**config.mk**
```make
export PLATFORM = sky130hd
export DESIGN_NAME = wtm_wakeup_timer
export DESIGN_NICKNAME = d
export VERILOG_FILES = /design/src/verilog/wtm_pkg.sv /design/src/verilog/wtm_tick_gen.sv /design/src/verilog/wtm_auto_avg.sv /design/src/verilog/wtm_wakeup_timer.sv
export VERILOG_INCLUDE_DIRS = /design/src /design/src/verilog
export SDC_FILE = /design/constraint.sdc
export NUM_CORES = 1
export LEC_CHECK = 0
export ABC_CLOCK_PERIOD_IN_PS = 3870
export BUFFER_PORTS_ARGS = -buffer_cell sky130_fd_sc_hd__buf_2
export CORE_MARGIN = 2
export CORE_UTILIZATION = 52
export DETAILED_ROUTE_END_ITERATION = 8
export PLACE_DENSITY = 0.87
export SYNTH_ARGS = -nofsm -noshare
export SYNTH_HDL_FRONTEND = slang
export SYNTH_SLANG_ARGS = --single-unit
```
**constraint.sdc**
```tcl
create_clock -name sys_clk -period 3.87 [get_ports sys_clk]
set_input_delay 0.1935 -clock sys_clk [delete_from_list [all_inputs] [get_ports sys_clk]]
set_output_delay 0.1935 -clock sys_clk [all_outputs]
set_load 0.02 [all_outputs]
```
**src/verilog/wtm_consts.svh**
```systemverilog
`ifndef WTM_CONSTS_SVH
`define WTM_CONSTS_SVH
// register indices; byte address is four times the index
`define WTM_IDX_WTC      6'h32
`define WTM_IDX_AMC      6'h33
`define WTM_IDX_AMR      6'h34
`define WTM_IDX_AVG      6'h35
`define WTM_IDX_LAST     6'h36
`define WTM_IDX_STAT     6'h3c
`define WTM_IDX_MASK     6'h3d
`define WTM_REG_RST      8'h00
// wake_timer_control fields
`define WTM_WTC_RANGE    7
`define WTM_WTC_TO_HI    6
`define WTM_WTC_TO_LO    4
`define WTM_WTC_WTO      3
`define WTM_WTC_WAM      2
`define WTM_WTC_WPH      1
`define WTM_WTC_WCAP     0
// amplitude_measure_config fields
`define WTM_AMC_DELTA_HI 7
`define WTM_AMC_DELTA_LO 4
`define WTM_AMC_INCL     3
`define WTM_AMC_WGT_HI   2
`define WTM_AMC_WGT_LO   1
`define WTM_AMC_REFSEL   0
// interrupt status and mask bits
`define WTM_IRQ_TMR      0
`define WTM_IRQ_AMP      1
`define WTM_IRQ_PH       2
`define WTM_IRQ_CAP      3
// timing
`define WTM_CLK_HZ       40000000
`define WTM_SHORT_MS     10
`define WTM_LONG_MS      100
// bus answers
`define WTM_RESP_OKAY    2'b00
`define WTM_RESP_SLVERR  2'b10
`endif

```
**src/verilog/wtm_pkg.sv**
```systemverilog
package wtm_pkg;

  typedef enum logic [0:0] {
    WTM_IDLE = 1'b0,
    WTM_WAIT = 1'b1
  } wtm_state_t;

  typedef struct packed {
    logic amp;
    logic phase;
    logic cap;
  } wtm_meas_req_t;

  typedef struct packed {
    logic [7:0] amp_val;
    logic       phase_over;
    logic       cap_over;
  } wtm_meas_res_t;

endpackage : wtm_pkg

```
**src/verilog/wtm_tick_gen.sv**
```systemverilog
`timescale 1ns/1ps
module wtm_tick_gen #(
  parameter int unsigned PERIOD = 400000
) (
  input  wire logic sys_clk,
  input  wire logic rstn,
  input  wire logic run,
  output logic      tick
);
  localparam int unsigned CW = $clog2(PERIOD);

  if (PERIOD < 2)
  begin : g_bad_period
    $error("wtm_tick_gen: PERIOD must be at least 2");
  end

  logic [CW-1:0] cnt_reg;
  logic [CW-1:0] cnt_next;
  logic          tick_reg;
  logic          tick_next;

  // stopped timer restarts from a full period when enabled again
  always_comb
  begin
    cnt_next  = cnt_reg;
    tick_next = 1'b0;
    if (!run)
      cnt_next = '0;
    else if (cnt_reg == CW'(PERIOD - 1))
    begin
      cnt_next  = '0;
      tick_next = 1'b1;
    end
    else
      cnt_next = cnt_reg + 1'b1;
  end

  always_ff @(posedge sys_clk or negedge rstn)
  begin
    if (!rstn)
    begin
      cnt_reg  <= '0;
      tick_reg <= 1'b0;
    end
    else
    begin
      cnt_reg  <= cnt_next;
      tick_reg <= tick_next;
    end
  end

  assign tick = tick_reg;
endmodule : wtm_tick_gen

```
**src/verilog/wtm_auto_avg.sv**
```systemverilog
`timescale 1ns/1ps
module wtm_auto_avg #(
  parameter int unsigned W = 8
) (
  input  wire logic         sys_clk,
  input  wire logic         rstn,
  input  wire logic         upd,
  input  wire logic [W-1:0] sample,
  input  wire logic [1:0]   weight,
  output logic      [W-1:0] avg
);
  if (W < 2)
  begin : g_bad_width
    $error("wtm_auto_avg: W must be at least 2");
  end

  logic        [W-1:0] avg_reg;
  logic        [W-1:0] avg_next;
  logic signed [W+1:0] diff;
  logic signed [W+1:0] step;
  logic signed [W+1:0] sum;

  // weight 4/8/16/32 is an arithmetic shift by 2..5; the result always
  // lies between old average and sample, so it never wraps
  always_comb
  begin
    diff     = $signed({2'b00, sample}) - $signed({2'b00, avg_reg});
    step     = diff >>> ({1'b0, weight} + 3'd2);
    sum      = $signed({2'b00, avg_reg}) + step;
    avg_next = upd ? sum[W-1:0] : avg_reg;
  end

  always_ff @(posedge sys_clk or negedge rstn)
  begin
    if (!rstn)
      avg_reg <= '0;
    else
      avg_reg <= avg_next;
  end

  assign avg = avg_reg;
endmodule : wtm_auto_avg

```
**src/verilog/wtm_wakeup_timer.sv**
```systemverilog
// Operation
// - range bit picks 100 ms or 10 ms
// - timeout is (field plus one) times base
// - timeout-interrupt bit sets timer status every expiry; irq only if its mask bit is set
// - amplitude measurement at expiry, compare delta
// - phase measurement at expiry, flag over delta
// - capacitance measurement at expiry, flag over delta
// - amplitude delta from config bits 7..4
// - include bit decides averaging of triggering sample
// - weight field selects 4, 8, 16, 32
// - reference select clear uses fixed reference
// - all control registers reset to zero
// - average and latest result readable
`timescale 1ns/1ps
`include "wtm_consts.svh"
module wtm_wakeup_timer #(
  parameter int unsigned BASE_CYCLES =
    `WTM_CLK_HZ / 1000 * `WTM_SHORT_MS
) (
  input  wire logic                   sys_clk,
  input  wire logic                   rstn,
  input  wire logic                   s_axi_awvalid,
  output logic                        s_axi_awready,
  input  wire logic [7:0]             s_axi_awaddr,
  input  wire logic                   s_axi_wvalid,
  output logic                        s_axi_wready,
  input  wire logic [31:0]            s_axi_wdata,
  input  wire logic [3:0]             s_axi_wstrb,
  output logic                        s_axi_bvalid,
  input  wire logic                   s_axi_bready,
  output logic [1:0]                  s_axi_bresp,
  input  wire logic                   s_axi_arvalid,
  output logic                        s_axi_arready,
  input  wire logic [7:0]             s_axi_araddr,
  output logic                        s_axi_rvalid,
  input  wire logic                   s_axi_rready,
  output logic [31:0]                 s_axi_rdata,
  output logic [1:0]                  s_axi_rresp,
  output wtm_pkg::wtm_meas_req_t      meas_req,
  input  wire logic                   meas_done,
  input  wire wtm_pkg::wtm_meas_res_t meas_res,
  output logic                        irq
);
  localparam int unsigned RATIO = `WTM_LONG_MS / `WTM_SHORT_MS;

  // control and status registers
  logic [7:0] wtc_reg, wtc_next;
  logic [7:0] amc_reg, amc_next;
  logic [7:0] amr_reg, amr_next;
  logic [7:0] last_reg, last_next;
  logic [3:0] stat_reg, stat_next;
  logic [3:0] mask_reg, mask_next;
  // bus slave state
  logic       aw_hold_reg, aw_hold_next;
  logic [5:0] aw_idx_reg, aw_idx_next;
  logic       w_hold_reg, w_hold_next;
  logic [7:0] w_data_reg, w_data_next;
  logic       w_en_reg, w_en_next;
  logic       bvalid_reg, bvalid_next;
  logic [1:0] bresp_reg, bresp_next;
  logic       rvalid_reg, rvalid_next;
  logic [7:0] rdata_reg, rdata_next;
  logic [1:0] rresp_reg, rresp_next;
  // timer and sequencer
  logic [6:0]             tcnt_reg, tcnt_next;
  wtm_pkg::wtm_state_t    st_reg, st_next;
  wtm_pkg::wtm_meas_req_t pend_reg, pend_next;
  wtm_pkg::wtm_meas_req_t req_reg, req_next;

  logic       tick;
  logic       timer_on;
  logic [6:0] target;
  logic       expire;
  logic [7:0] avg;
  logic [7:0] amp_ref;
  logic [7:0] amp_diff;
  logic       amp_over;
  logic       amp_done;
  logic       avg_upd;
  logic [3:0] ev_set;
  logic       do_write;
  logic       wr_mapped;
  logic       rd_mapped;
  logic [3:0] w1c;

  // timer runs while any periodic function is enabled
  assign timer_on = |wtc_reg[`WTM_WTC_WTO:`WTM_WTC_WCAP];

  wtm_tick_gen #(
    .PERIOD (BASE_CYCLES)
  ) u_tick (
    .sys_clk (sys_clk),
    .rstn    (rstn),
    .run     (timer_on),
    .tick    (tick)
  );

  assign target = 7'(({4'h0, wtc_reg[`WTM_WTC_TO_HI:`WTM_WTC_TO_LO]}
                      + 7'd1)
                     * (wtc_reg[`WTM_WTC_RANGE] ? 7'd1 : 7'(RATIO)));
  // comparing with >= keeps a shortened timeout from running 128 ticks
  assign expire = tick && ({1'b0, tcnt_reg} + 8'd1 >= {1'b0, target});

  always_comb
  begin
    tcnt_next = tcnt_reg;
    if (!timer_on || expire)
      tcnt_next = '0;
    else if (tick)
      tcnt_next = tcnt_reg + 7'd1;
  end

  assign amp_ref  = amc_reg[`WTM_AMC_REFSEL] ? avg : amr_reg;
  assign amp_diff = (meas_res.amp_val >= amp_ref)
                    ? meas_res.amp_val - amp_ref
                    : amp_ref - meas_res.amp_val;
  assign amp_over = amp_diff >
                    {4'h0, amc_reg[`WTM_AMC_DELTA_HI:`WTM_AMC_DELTA_LO]};
  assign amp_done = meas_done && (st_reg == wtm_pkg::WTM_WAIT)
                    && pend_reg.amp;
  assign avg_upd  = amp_done && (!amp_over || amc_reg[`WTM_AMC_INCL]);

  wtm_auto_avg #(
    .W (8)
  ) u_avg (
    .sys_clk (sys_clk),
    .rstn    (rstn),
    .upd     (avg_upd),
    .sample  (meas_res.amp_val),
    .weight  (amc_reg[`WTM_AMC_WGT_HI:`WTM_AMC_WGT_LO]),
    .avg     (avg)
  );

  // expiry during a running measurement still counts for the timer irq,
  // but no second measurement is started
  always_comb
  begin
    st_next   = st_reg;
    pend_next = pend_reg;
    req_next  = '0;
    last_next = last_reg;
    ev_set    = '0;
    ev_set[`WTM_IRQ_TMR] = expire && wtc_reg[`WTM_WTC_WTO];
    case (st_reg)
      wtm_pkg::WTM_IDLE:
      begin
        if (expire && |wtc_reg[`WTM_WTC_WAM:`WTM_WTC_WCAP])
        begin
          req_next.amp   = wtc_reg[`WTM_WTC_WAM];
          req_next.phase = wtc_reg[`WTM_WTC_WPH];
          req_next.cap   = wtc_reg[`WTM_WTC_WCAP];
          pend_next      = req_next;
          st_next        = wtm_pkg::WTM_WAIT;
        end
      end
      wtm_pkg::WTM_WAIT:
      begin
        if (meas_done)
        begin
          ev_set[`WTM_IRQ_AMP] = pend_reg.amp && amp_over;
          ev_set[`WTM_IRQ_PH]  = pend_reg.phase && meas_res.phase_over;
          ev_set[`WTM_IRQ_CAP] = pend_reg.cap && meas_res.cap_over;
          if (pend_reg.amp)
            last_next = meas_res.amp_val;
          pend_next = '0;
          st_next   = wtm_pkg::WTM_IDLE;
        end
      end
      default:
      begin
        pend_next = '0;
        st_next   = wtm_pkg::WTM_IDLE;
      end
    endcase
  end

  // write side: address and data taken in either order
  assign s_axi_awready = !aw_hold_reg && !bvalid_reg;
  assign s_axi_wready  = !w_hold_reg && !bvalid_reg;
  assign do_write      = aw_hold_reg && w_hold_reg && !bvalid_reg;
  assign wr_mapped     = (aw_idx_reg == `WTM_IDX_WTC)
                         || (aw_idx_reg == `WTM_IDX_AMC)
                         || (aw_idx_reg == `WTM_IDX_AMR)
                         || (aw_idx_reg == `WTM_IDX_STAT)
                         || (aw_idx_reg == `WTM_IDX_MASK);
  assign w1c = (do_write && w_en_reg && aw_idx_reg == `WTM_IDX_STAT)
               ? w_data_reg[3:0] : 4'h0;

  always_comb
  begin
    aw_hold_next = aw_hold_reg;
    aw_idx_next  = aw_idx_reg;
    w_hold_next  = w_hold_reg;
    w_data_next  = w_data_reg;
    w_en_next    = w_en_reg;
    bvalid_next  = bvalid_reg;
    bresp_next   = bresp_reg;
    wtc_next     = wtc_reg;
    amc_next     = amc_reg;
    amr_next     = amr_reg;
    mask_next    = mask_reg;
    if (s_axi_awvalid && s_axi_awready)
    begin
      aw_hold_next = 1'b1;
      aw_idx_next  = s_axi_awaddr[7:2];
    end
    if (s_axi_wvalid && s_axi_wready)
    begin
      w_hold_next = 1'b1;
      w_data_next = s_axi_wdata[7:0];
      w_en_next   = s_axi_wstrb[0];
    end
    if (do_write)
    begin
      aw_hold_next = 1'b0;
      w_hold_next  = 1'b0;
      bvalid_next  = 1'b1;
      bresp_next   = wr_mapped ? `WTM_RESP_OKAY : `WTM_RESP_SLVERR;
      if (w_en_reg)
      begin
        case (aw_idx_reg)
          `WTM_IDX_WTC:  wtc_next  = w_data_reg;
          `WTM_IDX_AMC:  amc_next  = w_data_reg;
          `WTM_IDX_AMR:  amr_next  = w_data_reg;
          `WTM_IDX_MASK: mask_next = w_data_reg[3:0];
          default:       mask_next = mask_reg;
        endcase
      end
    end
    else if (bvalid_reg && s_axi_bready)
      bvalid_next = 1'b0;
  end

  // set wins over a write-one-to-clear in the same cycle
  assign stat_next = (stat_reg & ~w1c) | ev_set;

  // read side
  assign s_axi_arready = !rvalid_reg;
  assign rd_mapped     = (s_axi_araddr[7:2] == `WTM_IDX_WTC)
                         || (s_axi_araddr[7:2] == `WTM_IDX_AMC)
                         || (s_axi_araddr[7:2] == `WTM_IDX_AMR)
                         || (s_axi_araddr[7:2] == `WTM_IDX_AVG)
                         || (s_axi_araddr[7:2] == `WTM_IDX_LAST)
                         || (s_axi_araddr[7:2] == `WTM_IDX_STAT)
                         || (s_axi_araddr[7:2] == `WTM_IDX_MASK);

  always_comb
  begin
    rvalid_next = rvalid_reg;
    rdata_next  = rdata_reg;
    rresp_next  = rresp_reg;
    if (s_axi_arvalid && s_axi_arready)
    begin
      rvalid_next = 1'b1;
      rresp_next  = rd_mapped ? `WTM_RESP_OKAY : `WTM_RESP_SLVERR;
      case (s_axi_araddr[7:2])
        `WTM_IDX_WTC:  rdata_next = wtc_reg;
        `WTM_IDX_AMC:  rdata_next = amc_reg;
        `WTM_IDX_AMR:  rdata_next = amr_reg;
        `WTM_IDX_AVG:  rdata_next = avg;
        `WTM_IDX_LAST: rdata_next = last_reg;
        `WTM_IDX_STAT: rdata_next = {4'h0, stat_reg};
        `WTM_IDX_MASK: rdata_next = {4'h0, mask_reg};
        default:       rdata_next = 8'h00;
      endcase
    end
    else if (rvalid_reg && s_axi_rready)
      rvalid_next = 1'b0;
  end

  always_ff @(posedge sys_clk or negedge rstn)
  begin
    if (!rstn)
    begin
      wtc_reg     <= `WTM_REG_RST;
      amc_reg     <= `WTM_REG_RST;
      amr_reg     <= `WTM_REG_RST;
      last_reg    <= 8'h00;
      stat_reg    <= 4'h0;
      mask_reg    <= 4'h0;
      aw_hold_reg <= 1'b0;
      aw_idx_reg  <= 6'h00;
      w_hold_reg  <= 1'b0;
      w_data_reg  <= 8'h00;
      w_en_reg    <= 1'b0;
      bvalid_reg  <= 1'b0;
      bresp_reg   <= 2'h0;
      rvalid_reg  <= 1'b0;
      rdata_reg   <= 8'h00;
      rresp_reg   <= 2'h0;
      tcnt_reg    <= 7'h00;
      st_reg      <= wtm_pkg::WTM_IDLE;
      pend_reg    <= '0;
      req_reg     <= '0;
    end
    else
    begin
      wtc_reg     <= wtc_next;
      amc_reg     <= amc_next;
      amr_reg     <= amr_next;
      last_reg    <= last_next;
      stat_reg    <= stat_next;
      mask_reg    <= mask_next;
      aw_hold_reg <= aw_hold_next;
      aw_idx_reg  <= aw_idx_next;
      w_hold_reg  <= w_hold_next;
      w_data_reg  <= w_data_next;
      w_en_reg    <= w_en_next;
      bvalid_reg  <= bvalid_next;
      bresp_reg   <= bresp_next;
      rvalid_reg  <= rvalid_next;
      rdata_reg   <= rdata_next;
      rresp_reg   <= rresp_next;
      tcnt_reg    <= tcnt_next;
      st_reg      <= st_next;
      pend_reg    <= pend_next;
      req_reg     <= req_next;
    end
  end

  assign s_axi_bvalid = bvalid_reg;
  assign s_axi_bresp  = bresp_reg;
  assign s_axi_rvalid = rvalid_reg;
  assign s_axi_rdata  = {24'h000000, rdata_reg};
  assign s_axi_rresp  = rresp_reg;
  assign meas_req     = req_reg;
  assign irq          = |(stat_reg & mask_reg);
endmodule : wtm_wakeup_timer

```
==> results of run 1 <==
==> critical path, stage by stage, from the launching register on <==
cell and delay (ns):
dfrtp_2 0.50, buf_6 0.16, mux2i_4 0.18, buf_4 0.15
fa_2 0.37, nand3_2 0.09, a31oi_2 0.12, a211oi_4 0.28
mux2_2 0.38, ha_1 0.30, a21oi_2 0.17, o21ai_2 0.07
a22oi_1 0.16, and4_4 0.28, o21ai_4 0.11, mux2_4 0.31
==> power by group <==
group / internal (mW) / switching (mW)
Sequential: 1.36 / 0.252
Combinational: 1.07 / 1.19
Clock: 0.509 / 0.422
Total: 2.94 / 1.87
==> metrics by stage <==
step / worst slack [ns] / hold WS, ns / util [%] / cells / setup TNS (ns)
2_1_floorplan: 0.0190 / -0.102 / - / 754 / 0
3_3_place_gp: 0.0261 / 0.375 / 57.8 / 973 / 0
3_5_place_dp: -0.113 / 0.394 / 57.8 / 973 / -0.442
4_1_cts: 0.00886 / 0.0124 / 60.2 / 988 / 0
5_1_grt: -0.0973 / 0.0500 / 61.9 / 993 / -0.401
6_report: 0.108 / 0.00481 / 61.9 / 993 / 0
==> timing repair <==
action	in CTS	in global routing
gates resized for setup	5	43
setup endpoints to repair	8	15
setup buffers	0	5
pin swaps	1	14
==> layout make-up <==
class	instances	area share, %
clock buffer	9	2.75
clock inverter	6	0.915
inverter	39	1.78
multi-input combinational	556	50.8
sequential	111	33.9
tap	176	2.68
timing repair buffer	96	7.21
==> layer usage <==
layer  wire length (µm)  vias to the layer above  GRT usage, %
met5                  0                        -             0
met2               8020                      212          36.3
met3                973                       36          4.53
li1                   -                     2721             -
met1               7010                     2778          30.2
met4                313                        0          6.90
==> cell usage in the layout (no fill, tap or decap), types with 16 or more instances in the layout <==
cell type / count
a21oi_1: 23
o21ai_0: 38
mux2i_1: 18
xor2_1: 20
ha_1: 46
nand3_1: 16
nor2_1: 66
nand2_1: 53
dfrtp_1: 109
xnor2_1: 20
conb_1: 29
a21o_1: 21
buf_2: 56
buf_4: 37
mux2_2: 37
inv_1: 36
==> path summary, 6_finish.rpt <==
check | slack [ns] | end | depth (start not counted)
max in group asynchronous | 2.88 | s_axi_rvalid | 2
worst max register to register | 0.11 | u_avg.avg[4] | 15
min in group sys_clk | 0.02 | s_axi_bvalid | 2
worst max-delay path | 0.11 | u_avg.avg[4] | 15
worst min-delay path | 0.005 | u_tick.cnt_reg[17] | 1
worst min register to register | 0.48 | u_tick.cnt_reg[0] | 1
==> kinds of logic (layout without fill, tap and decap cells) <==
family / after synthesis / after routing / synth area share (%)
AOI/OAI and AO/OA: 164 / 164 / 15.9
and+or+nand+nor: 203 / 203 / 13.5
muxes: 64 / 64 / 9.92
adders and majority gates: 56 / 56 / 10.3
DFF: 111 / 111 / 39.2
xor gates and xnor gates: 40 / 40 / 4.95
buffers and inverters: 87 / 150 / 6.15
other: 1 / 29 / 0.0530
==> impl_metrics.json, run 1 <==
{
  "run_status": "complete, no violations",
  "grt_max_degree": 83,
  "wl_um": 16300,
  "synth-seq-cells": 111,
  "drt_iter0_drc": 528,
  "p_leak_nw": 3.93,
  "cts_buffers": 9,
  "grt_pass1_vias": 5431,
  "ys_top_cells_by_area": "dfrtp_1, ha_1, mux2_2",
  "place_area_um2": 7660,
  "nets": 939,
  "area_delta_synth_final_pct": 15.9,
  "synth_flop_cell": "dfrtp_1",
  "largest_reg_flops": 19,
  "synthMostInstantiatedCell": "dfrtp_1",
  "rsz0062_at_grt": "true",
  "io_pins": 115,
  "rows": 42,
  "synth_top_area_share_pct": 39.2,
  "syn_area_um2": 7080,
  "setup_viol": 0,
  "hold_viol": 0,
  "clk_path_buf_depth": 2,
  "ys_types": 59,
  "die_w_um": 121,
  "fin_area_um2": 8200,
  "clk_pin_slew_worst_paths_ns": 0.08,
  "critPathKind": "register to register",
  "tightest_slew_ns": 1.21,
  "synth_common_cells": "dfrtp_1, nor2_1, nand2_1",
  "fmax_mhz": 266,
  "hp-class": "input port to asynchronous set/reset pin",
  "yosysSeqAreaShare_pct": 39.2,
  "avgRoutedWirePerCell_um": 16.4,
  "die_h_um": 121,
  "dr.pass1.iters": 5,
  "worst-endpoint-required_ns": 4.11,
  "fin_worst_skew_ns": 0.0106,
  "powerDensity_nw_per_um2": 586,
  "dp_hpwl_um": 12000,
  "postCtsHoldBufs": 0,
  "clock-root-buffer": "clkbuf_16",
  "drc": 0,
  "fill_cells": 1053,
  "drt-vias-per-instance": 5.79,
  "cp_data_arrival_time_ns": 4.00,
  "cts_tree": "yes",
  "gr-usage-all-layers_pct": 22.3,
  "gp_congestion": 0.919,
  "drive_above_1_share_pct": 24.0,
  "overflow": 0,
  "synth_top_area_cell": "dfrtp_1",
  "vdd_ir_drop_max_uv": 352,
  "yosys_warnings": 0,
  "reg2reg_from": "amc_reg[0]",
  "cts.sinks": 111,
  "synth.avg_cell_area_um2": 9.75,
  "die-area_um2": 14600,
  "synth_edf_count": 0,
  "layout_min_cycle_time_ns": 3.76,
  "grt_antenna_before_repair": 0,
  "cp-startpoint": "amc_reg[0]",
  "drtAntennaViolNets": 0,
  "seqCellArea_um2": 2780,
  "multi_input_area_um2": 4160,
  "clkLatencyLatePin_ns": 0.35,
  "period_share_pct": 97.2,
  "num_vias": 5747,
  "worst_setup_path_start_kind": "register",
  "slew_headroom_pct": 18.9,
  "port_buffers": 57,
  "synthCells": 726,
  "cp_max_fo": 7,
  "total_power_mw": 4.80,
  "async_reset_ff_share_pct": 100,
  "start_util_pct": 53.4,
  "grt_pass1_wl_um": 26300,
  "slew_violations": 0,
  "maxCapViolCount": 0,
  "core_um2": 13200,
  "cts_max_level": 3,
  "num_antenna_cells": 0,
  "end_kind": "register"
}
No activity file was read; power rests on OpenSTA's default activity.
==> run 2, diff against run 1 <==
Settings changed: GPL_ROUTABILITY_DRIVEN set to 1, SYNTH_HIERARCHICAL set to 1.
==> impl_metrics.json, run 2 <==
{
  "cts_tree": "yes",
  "clk_path_buf_depth": 2,
  "hp-class": "input port to asynchronous set/reset pin",
  "vdd_ir_drop_max_uv": 346,
  "port_buffers": 57,
  "drt-vias-per-instance": 5.91,
  "synth_edf_count": 0,
  "die_h_um": 123,
  "worstReg2RegEnd": "u_avg/avg[0]",
  "reg2reg_from": "amc_reg[0]",
  "setup_ws_ns": -0.0616,
  "num_antenna_cells": 0,
  "fmax_mhz": 254,
  "yosys_warnings": 6,
  "die_w_um": 123,
  "start_util_pct": 52.9,
  "crit_slowest_cell": "dfrtp_2",
  "reg2regPathDepth": 18,
  "slew_violations": 0,
  "largest_reg_flops": 19,
  "synthCells": 750,
  "p_leak_nw": 3.91,
  "hold_ws_ns": -0.00818,
  "clkLatencyLatePin_ns": 0.37,
  "synth_top_area_cell": "dfrtp_1",
  "tightest_slew_ns": 0.991,
  "crit_path_cell_trace": "buf_4 > mux2i_1 > inv_1 > ha_1 > a21o_1 > a21oi_2 > o31a_1 > buf_6 > mux2i_2 > xnor2_1 > ha_1 > o21ai_1 > nand2b_1 > a21oi_2 > a41o_1 > o21ai_4 > a21oi_4 > mux2_4",
  "crit_buf_inv": 3,
  "grt_max_degree": 82,
  "dp_hpwl_um": 12400,
  "async_reset_ff_share_pct": 100,
  "synth_common_cells": "dfrtp_1, nand2_1, ha_1, mux2_2, inv_1",
  "place_area_um2": 7780,
  "wl_um": 17700,
  "setup_viol": 7,
  "regToRegSetupSlack_ns": -0.06,
  "synth-seq-cells": 111,
  "cp_top_family": "compound AO/OA/AOI/OAI gates",
  "yosysSeqAreaShare_pct": 38.0,
  "cp_slowest_stage_delay_ns": 0.45,
  "drtAntennaViolNets": 0,
  "end_kind": "register",
  "layout_min_cycle_time_ns": 3.93,
  "tns_ns": -0.271,
  "drive_above_1_share_pct": 22.9,
  "worst-endpoint-required_ns": 4.13,
  "run_status": "complete, but fails checks",
  "utilization_pct": 59.6,
  "powerDensity_nw_per_um2": 541,
  "synth_flop_cell": "dfrtp_1",
  "gp_congestion": 0.969,
  "grt_antenna_before_repair": 0,
  "final_common_cell": "dfrtp_1",
  "ys_top_cells_by_area": "dfrtp_1, ha_1, mux2_2",
  "grt_pass1_vias": 5704,
  "synth_top_area_share_pct": 38.0,
  "nets": 951,
  "gr-usage-all-layers_pct": 23.1,
  "violations": "hold timing, setup timing",
  "critPathKind": "register to register",
  "fin_area_um2": 8230,
  "overflow": 0,
  "cp_max_fo": 5,
  "die-area_um2": 15000,
  "clk_pin_slew_worst_paths_ns": 0.08,
  "cp_data_arrival_time_ns": 4.19,
  "final_cell_mix": "dfrtp_1, nand2_1, buf_2",
  "core_um2": 13800,
  "fin_worst_skew_ns": 0.00968,
  "slew_headroom_pct": 33.9,
  "avgRoutedWirePerCell_um": 17.5,
  "hold_viol": 7,
  "area_delta_synth_final_pct": 12.5,
  "cts_max_level": 3,
  "rsz0062_at_grt": "true",
  "ys_types": 67,
  "worst_setup_path_start_kind": "register",
  "synthMostInstantiatedCell": "dfrtp_1",
  "clock-root-buffer": "clkbuf_16",
  "grt_pass1_wl_um": 27400,
  "drc": 0,
  "period_share_pct": 102,
  "num_vias": 5974,
  "maxCapViolCount": 0,
  "dr.pass1.iters": 5,
  "syn_area_um2": 7320,
  "cts.sinks": 111,
  "drt_iter0_drc": 524,
  "cts_buffers": 9,
  "rows": 43,
  "synth.avg_cell_area_um2": 9.76,
  "io_pins": 115
}
## run 2: cell types whose count changed in the layout (fill, tap and decap cells not counted), moves of 6 or more
cell      change
buf_4        -12
xnor2_1      +10
a22o_1        -8
inv_1        +10
or3_1         +7
nand2_1      +14
mux2_2       +14
o211ai_1      +6
a211oi_1      -6
nor2_1       -22
xor2_1       -13
mux2i_1       +7
## run 2: through the flow
| stage | cells | worst slack (ns) | power [mW] |
|---|---|---|---|
| 2_1_floorplan | 778 | 0.0688 | 2.89 |
| 3_3_place_gp | 985 | 0.0820 | 3.24 |
| 3_5_place_dp | 985 | -0.0615 | 3.31 |
| 4_1_cts | 1004 | 0.000498 | 4.26 |
| 5_1_grt | 1010 | -0.261 | 4.73 |
| 6_report | 1010 | -0.0616 | 4.46 |
## run 2: timing repair
| action | 4_1_cts | 5_1_grt |
|---|---|---|
| hold buffers | 1 | 0 |
| gates resized for setup | 4 | 22 |
| pin swaps | 4 | 8 |
| endpoints found under the hold margin | 1 | 0 |
| buffers inserted | 2 | 5 |
| gates cloned | 0 | 1 |
| endpoints found under the setup margin | 8 | 12 |
## run 2: cell type report
class	count	area [µm²]
fill	1111	5590
tap	180	225
clock inverter	6	53.8
clock buffer	10	229
timing repair buffer	85	505
sequential	111	2780
multi-input combinational	571	4260
inverter	47	176
## run 2: logic make-up (layout without fill, tap and decap cells)
family | Yosys count | count (layout) | share of synthesized area (%)
mux | 82 | 82 | 12.3
xor+xnor | 38 | 38 | 4.55
other cells | 1 | 29 | 0.0512
compound gates | 155 | 155 | 14.3
simple gates | 211 | 211 | 14.2
fa+ha+maj | 56 | 56 | 9.98
flops | 111 | 111 | 38.0
buf+inv | 96 | 148 | 6.60
## run 2: worst register-to-register path, cell delays in order, from the launching register on
cell,delay (ns)
dfrtp_2,0.45
buf_4,0.19
mux2i_1,0.25
inv_1,0.08
ha_1,0.32
a21o_1,0.23
a21oi_2,0.19
o31a_1,0.21
buf_6,0.13
mux2i_2,0.21
xnor2_1,0.16
ha_1,0.28
o21ai_1,0.08
nand2b_1,0.08
a21oi_2,0.15
a41o_1,0.16
o21ai_4,0.09
a21oi_4,0.23
mux2_4,0.32
## run 2: worst max path at each step
stage / start / slack [ns] / cells past startpoint / end
after floorplan: amc_reg[0] / 0.07 / 19 / u_avg/avg[0]
after global placement: amc_reg[0] / 0.08 / 18 / u_avg/avg[0]
after detailed placement: amc_reg[0] / -0.06 / 19 / u_avg/avg[6]
after CTS: amc_reg[0] / 0.0005 / 19 / u_avg/avg[0]
after global routing: amc_reg[0] / -0.26 / 20 / u_avg/avg[5]
final: amc_reg[0] / -0.06 / 18 / u_avg/avg[0]
## run 2: per-layer routing
metal	global-route usage, %	part of all wire (%)	vias to the layer above
met5	0	0	-
met4	6.75	2.8	0
met3	5.11	6.0	48
met2	38.5	49	251
met1	30.3	42	2921
li1	-	-	2754
## run 2: where the power goes
part	internal [mW]	total, mW	switching [mW]
Sequential	1.34	1.57	0.226
Combinational	0.902	1.99	1.09
Clock	0.449	0.898	0.450
Total	2.69	4.46	1.77
==> run 3, diff against run 2 <==
Settings changed: RECOVER_POWER set to 25.
==> impl_metrics.json, run 3 (synthesis results as in run 2) <==
{
  "io_pins": 115,
  "drc": 0,
  "largest_reg_flops": 19,
  "die-area_um2": 15000,
  "drive_above_1_share_pct": 22.9,
  "clk_path_buf_depth": 2,
  "num_vias": 5968,
  "cts.sinks": 111,
  "worst-endpoint-required_ns": 4.12,
  "avgRoutedWirePerCell_um": 17.5,
  "die_h_um": 123,
  "gp_congestion": 0.969,
  "wl_um": 17700,
  "cp_data_arrival_time_ns": 4.18,
  "hp-class": "input port to register",
  "gr-usage-all-layers_pct": 23.1,
  "dr.pass1.iters": 5,
  "dp_cells": 985,
  "maxCapViolCount": 1,
  "rsz0062_at_grt": "true",
  "worst_setup_path_start_kind": "register",
  "crit_path_cell_trace": "mux2i_2 > inv_1 > ha_2 > inv_2 > fa_2 > a21o_1 > a21oi_2 > o31a_1 > buf_6 > mux2i_2 > xnor2_1 > ha_1 > o21ai_1 > nand2b_1 > a21oi_2 > a41o_1 > o21ai_4 > a21oi_4 > mux2_4",
  "fill_cells": 1112,
  "final_common_cell": "dfrtp_1",
  "setup_ws_ns": -0.0534,
  "grt_pass1_wl_um": 27400,
  "slew_headroom_pct": -29.0,
  "num_antenna_cells": 0,
  "overflow": 0,
  "hold_viol": 0,
  "powerDensity_nw_per_um2": 541,
  "grt_max_degree": 82,
  "grt_antenna_before_repair": 0,
  "slew_violations": 82,
  "grt_pass1_vias": 5704,
  "period_share_pct": 101,
  "clock-root-buffer": "clkbuf_16",
  "drt-vias-per-instance": 5.91,
  "final_cell_mix": "dfrtp_1, nand2_1, buf_2",
  "critPathKind": "register to register",
  "end_kind": "register",
  "layout_min_cycle_time_ns": 3.92,
  "tightest_slew_ns": 1.93,
  "p_leak_nw": 3.91,
  "drt_iter0_drc": 524,
  "cts_tree": "yes",
  "dp_hpwl_um": 12400,
  "run_status": "complete, but fails checks",
  "cts_buffers": 9,
  "cp_max_fo": 5,
  "nets": 951,
  "tns_ns": -0.214,
  "port_buffers": 57,
  "cts_max_level": 3,
  "cp_slowest_stage_delay_ns": 0.47,
  "setup_viol": 7,
  "die_w_um": 123,
  "rows": 43,
  "crit_slowest_cell": "dfrtp_2",
  "post_layout_nonfiller_instances": 1010,
  "vdd_ir_drop_max_uv": 346,
  "drtAntennaViolNets": 0,
  "clkLatencyLatePin_ns": 0.36,
  "fmax_mhz": 255,
  "start_util_pct": 52.9,
  "area_delta_synth_final_pct": 12.5,
  "core_um2": 13800,
  "clk_pin_slew_worst_paths_ns": 0.08,
  "violations": "capacitance limit, slew limit, setup timing",
  "fin_worst_skew_ns": 0.00966
}
## run 3: where the power goes
group          internal (mW)  switching (mW)
sequential              1.34           0.226
combinational          0.902            1.09
clock                  0.449           0.448
total                   2.69            1.76
## run 3: area by class of cell
cell class	instances	area [µm²]	area share, %
multi-input combinational	571	4260	51.8
sequential	111	2780	33.8
timing repair buffer	85	503	6.11
clock buffer	10	229	2.78
tap	180	225	2.74
inverter	47	176	2.14
clock inverter	6	53.8	0.654
## run 3: critical path: cells and delay by family, from the launching register on
kind            cells  cell delay (ns)
fa+ha+maj           3             0.84
buf+inv             3             0.24
simple gates        1             0.08
mux                 3             0.71
xor+xnor            1             0.16
flops               1             0.47
compound gates      8             1.30
## run 3: per-layer routing
layer	vias up	GRT usage (%)	routed length (µm)
met5	-	0	0
met4	0	6.75	463
met3	44	5.11	1150
met2	265	38.5	8730
met1	2901	30.3	7330
li1	2758	-	-
## run 3: metrics by stage
stage          worst slack, ns  area, µm²  util, %  total power, mW  hold WS [ns]
2_1_floorplan           0.0688       7430        -             2.89        -0.102
3_3_place_gp            0.0820       7780     56.3             3.24         0.373
3_5_place_dp           -0.0615       7780     56.3             3.31         0.380
4_1_cts               0.000498       8100     58.6             4.26       0.00177
5_1_grt                 -0.261       8230     59.5             4.73        0.0179
6_report               -0.0534       8230     59.5             4.46       0.00958
## run 3: final timing paths
path | endpoint | startpoint | slack [ns] | cells after the start
max | u_avg/avg[0] | amc_reg[0] | -0.05 | 19
min reg2reg | rdata_reg[2] | rdata_reg[2] | 0.48 | 2
min in group asynchronous | u_tick/cnt_reg[0] | rstn | 0.36 | 1
max in group asynchronous | wtc_reg[4] | rstn | 2.19 | 2
max reg2reg | u_avg/avg[0] | amc_reg[0] | -0.05 | 19
min | s_axi_bvalid | s_axi_bready | 0.01 | 2
## run 3: what timing repair did
| item | CTS | global route |
|---|---|---|
| pin swaps | 4 | 8 |
| hold buffers | 1 | 0 |
| endpoints found under the hold margin | 1 | 0 |
| endpoints found under the setup margin | 8 | 12 |
| cloned | 0 | 1 |
| resized for setup | 4 | 22 |
| setup buffers | 2 | 5 |
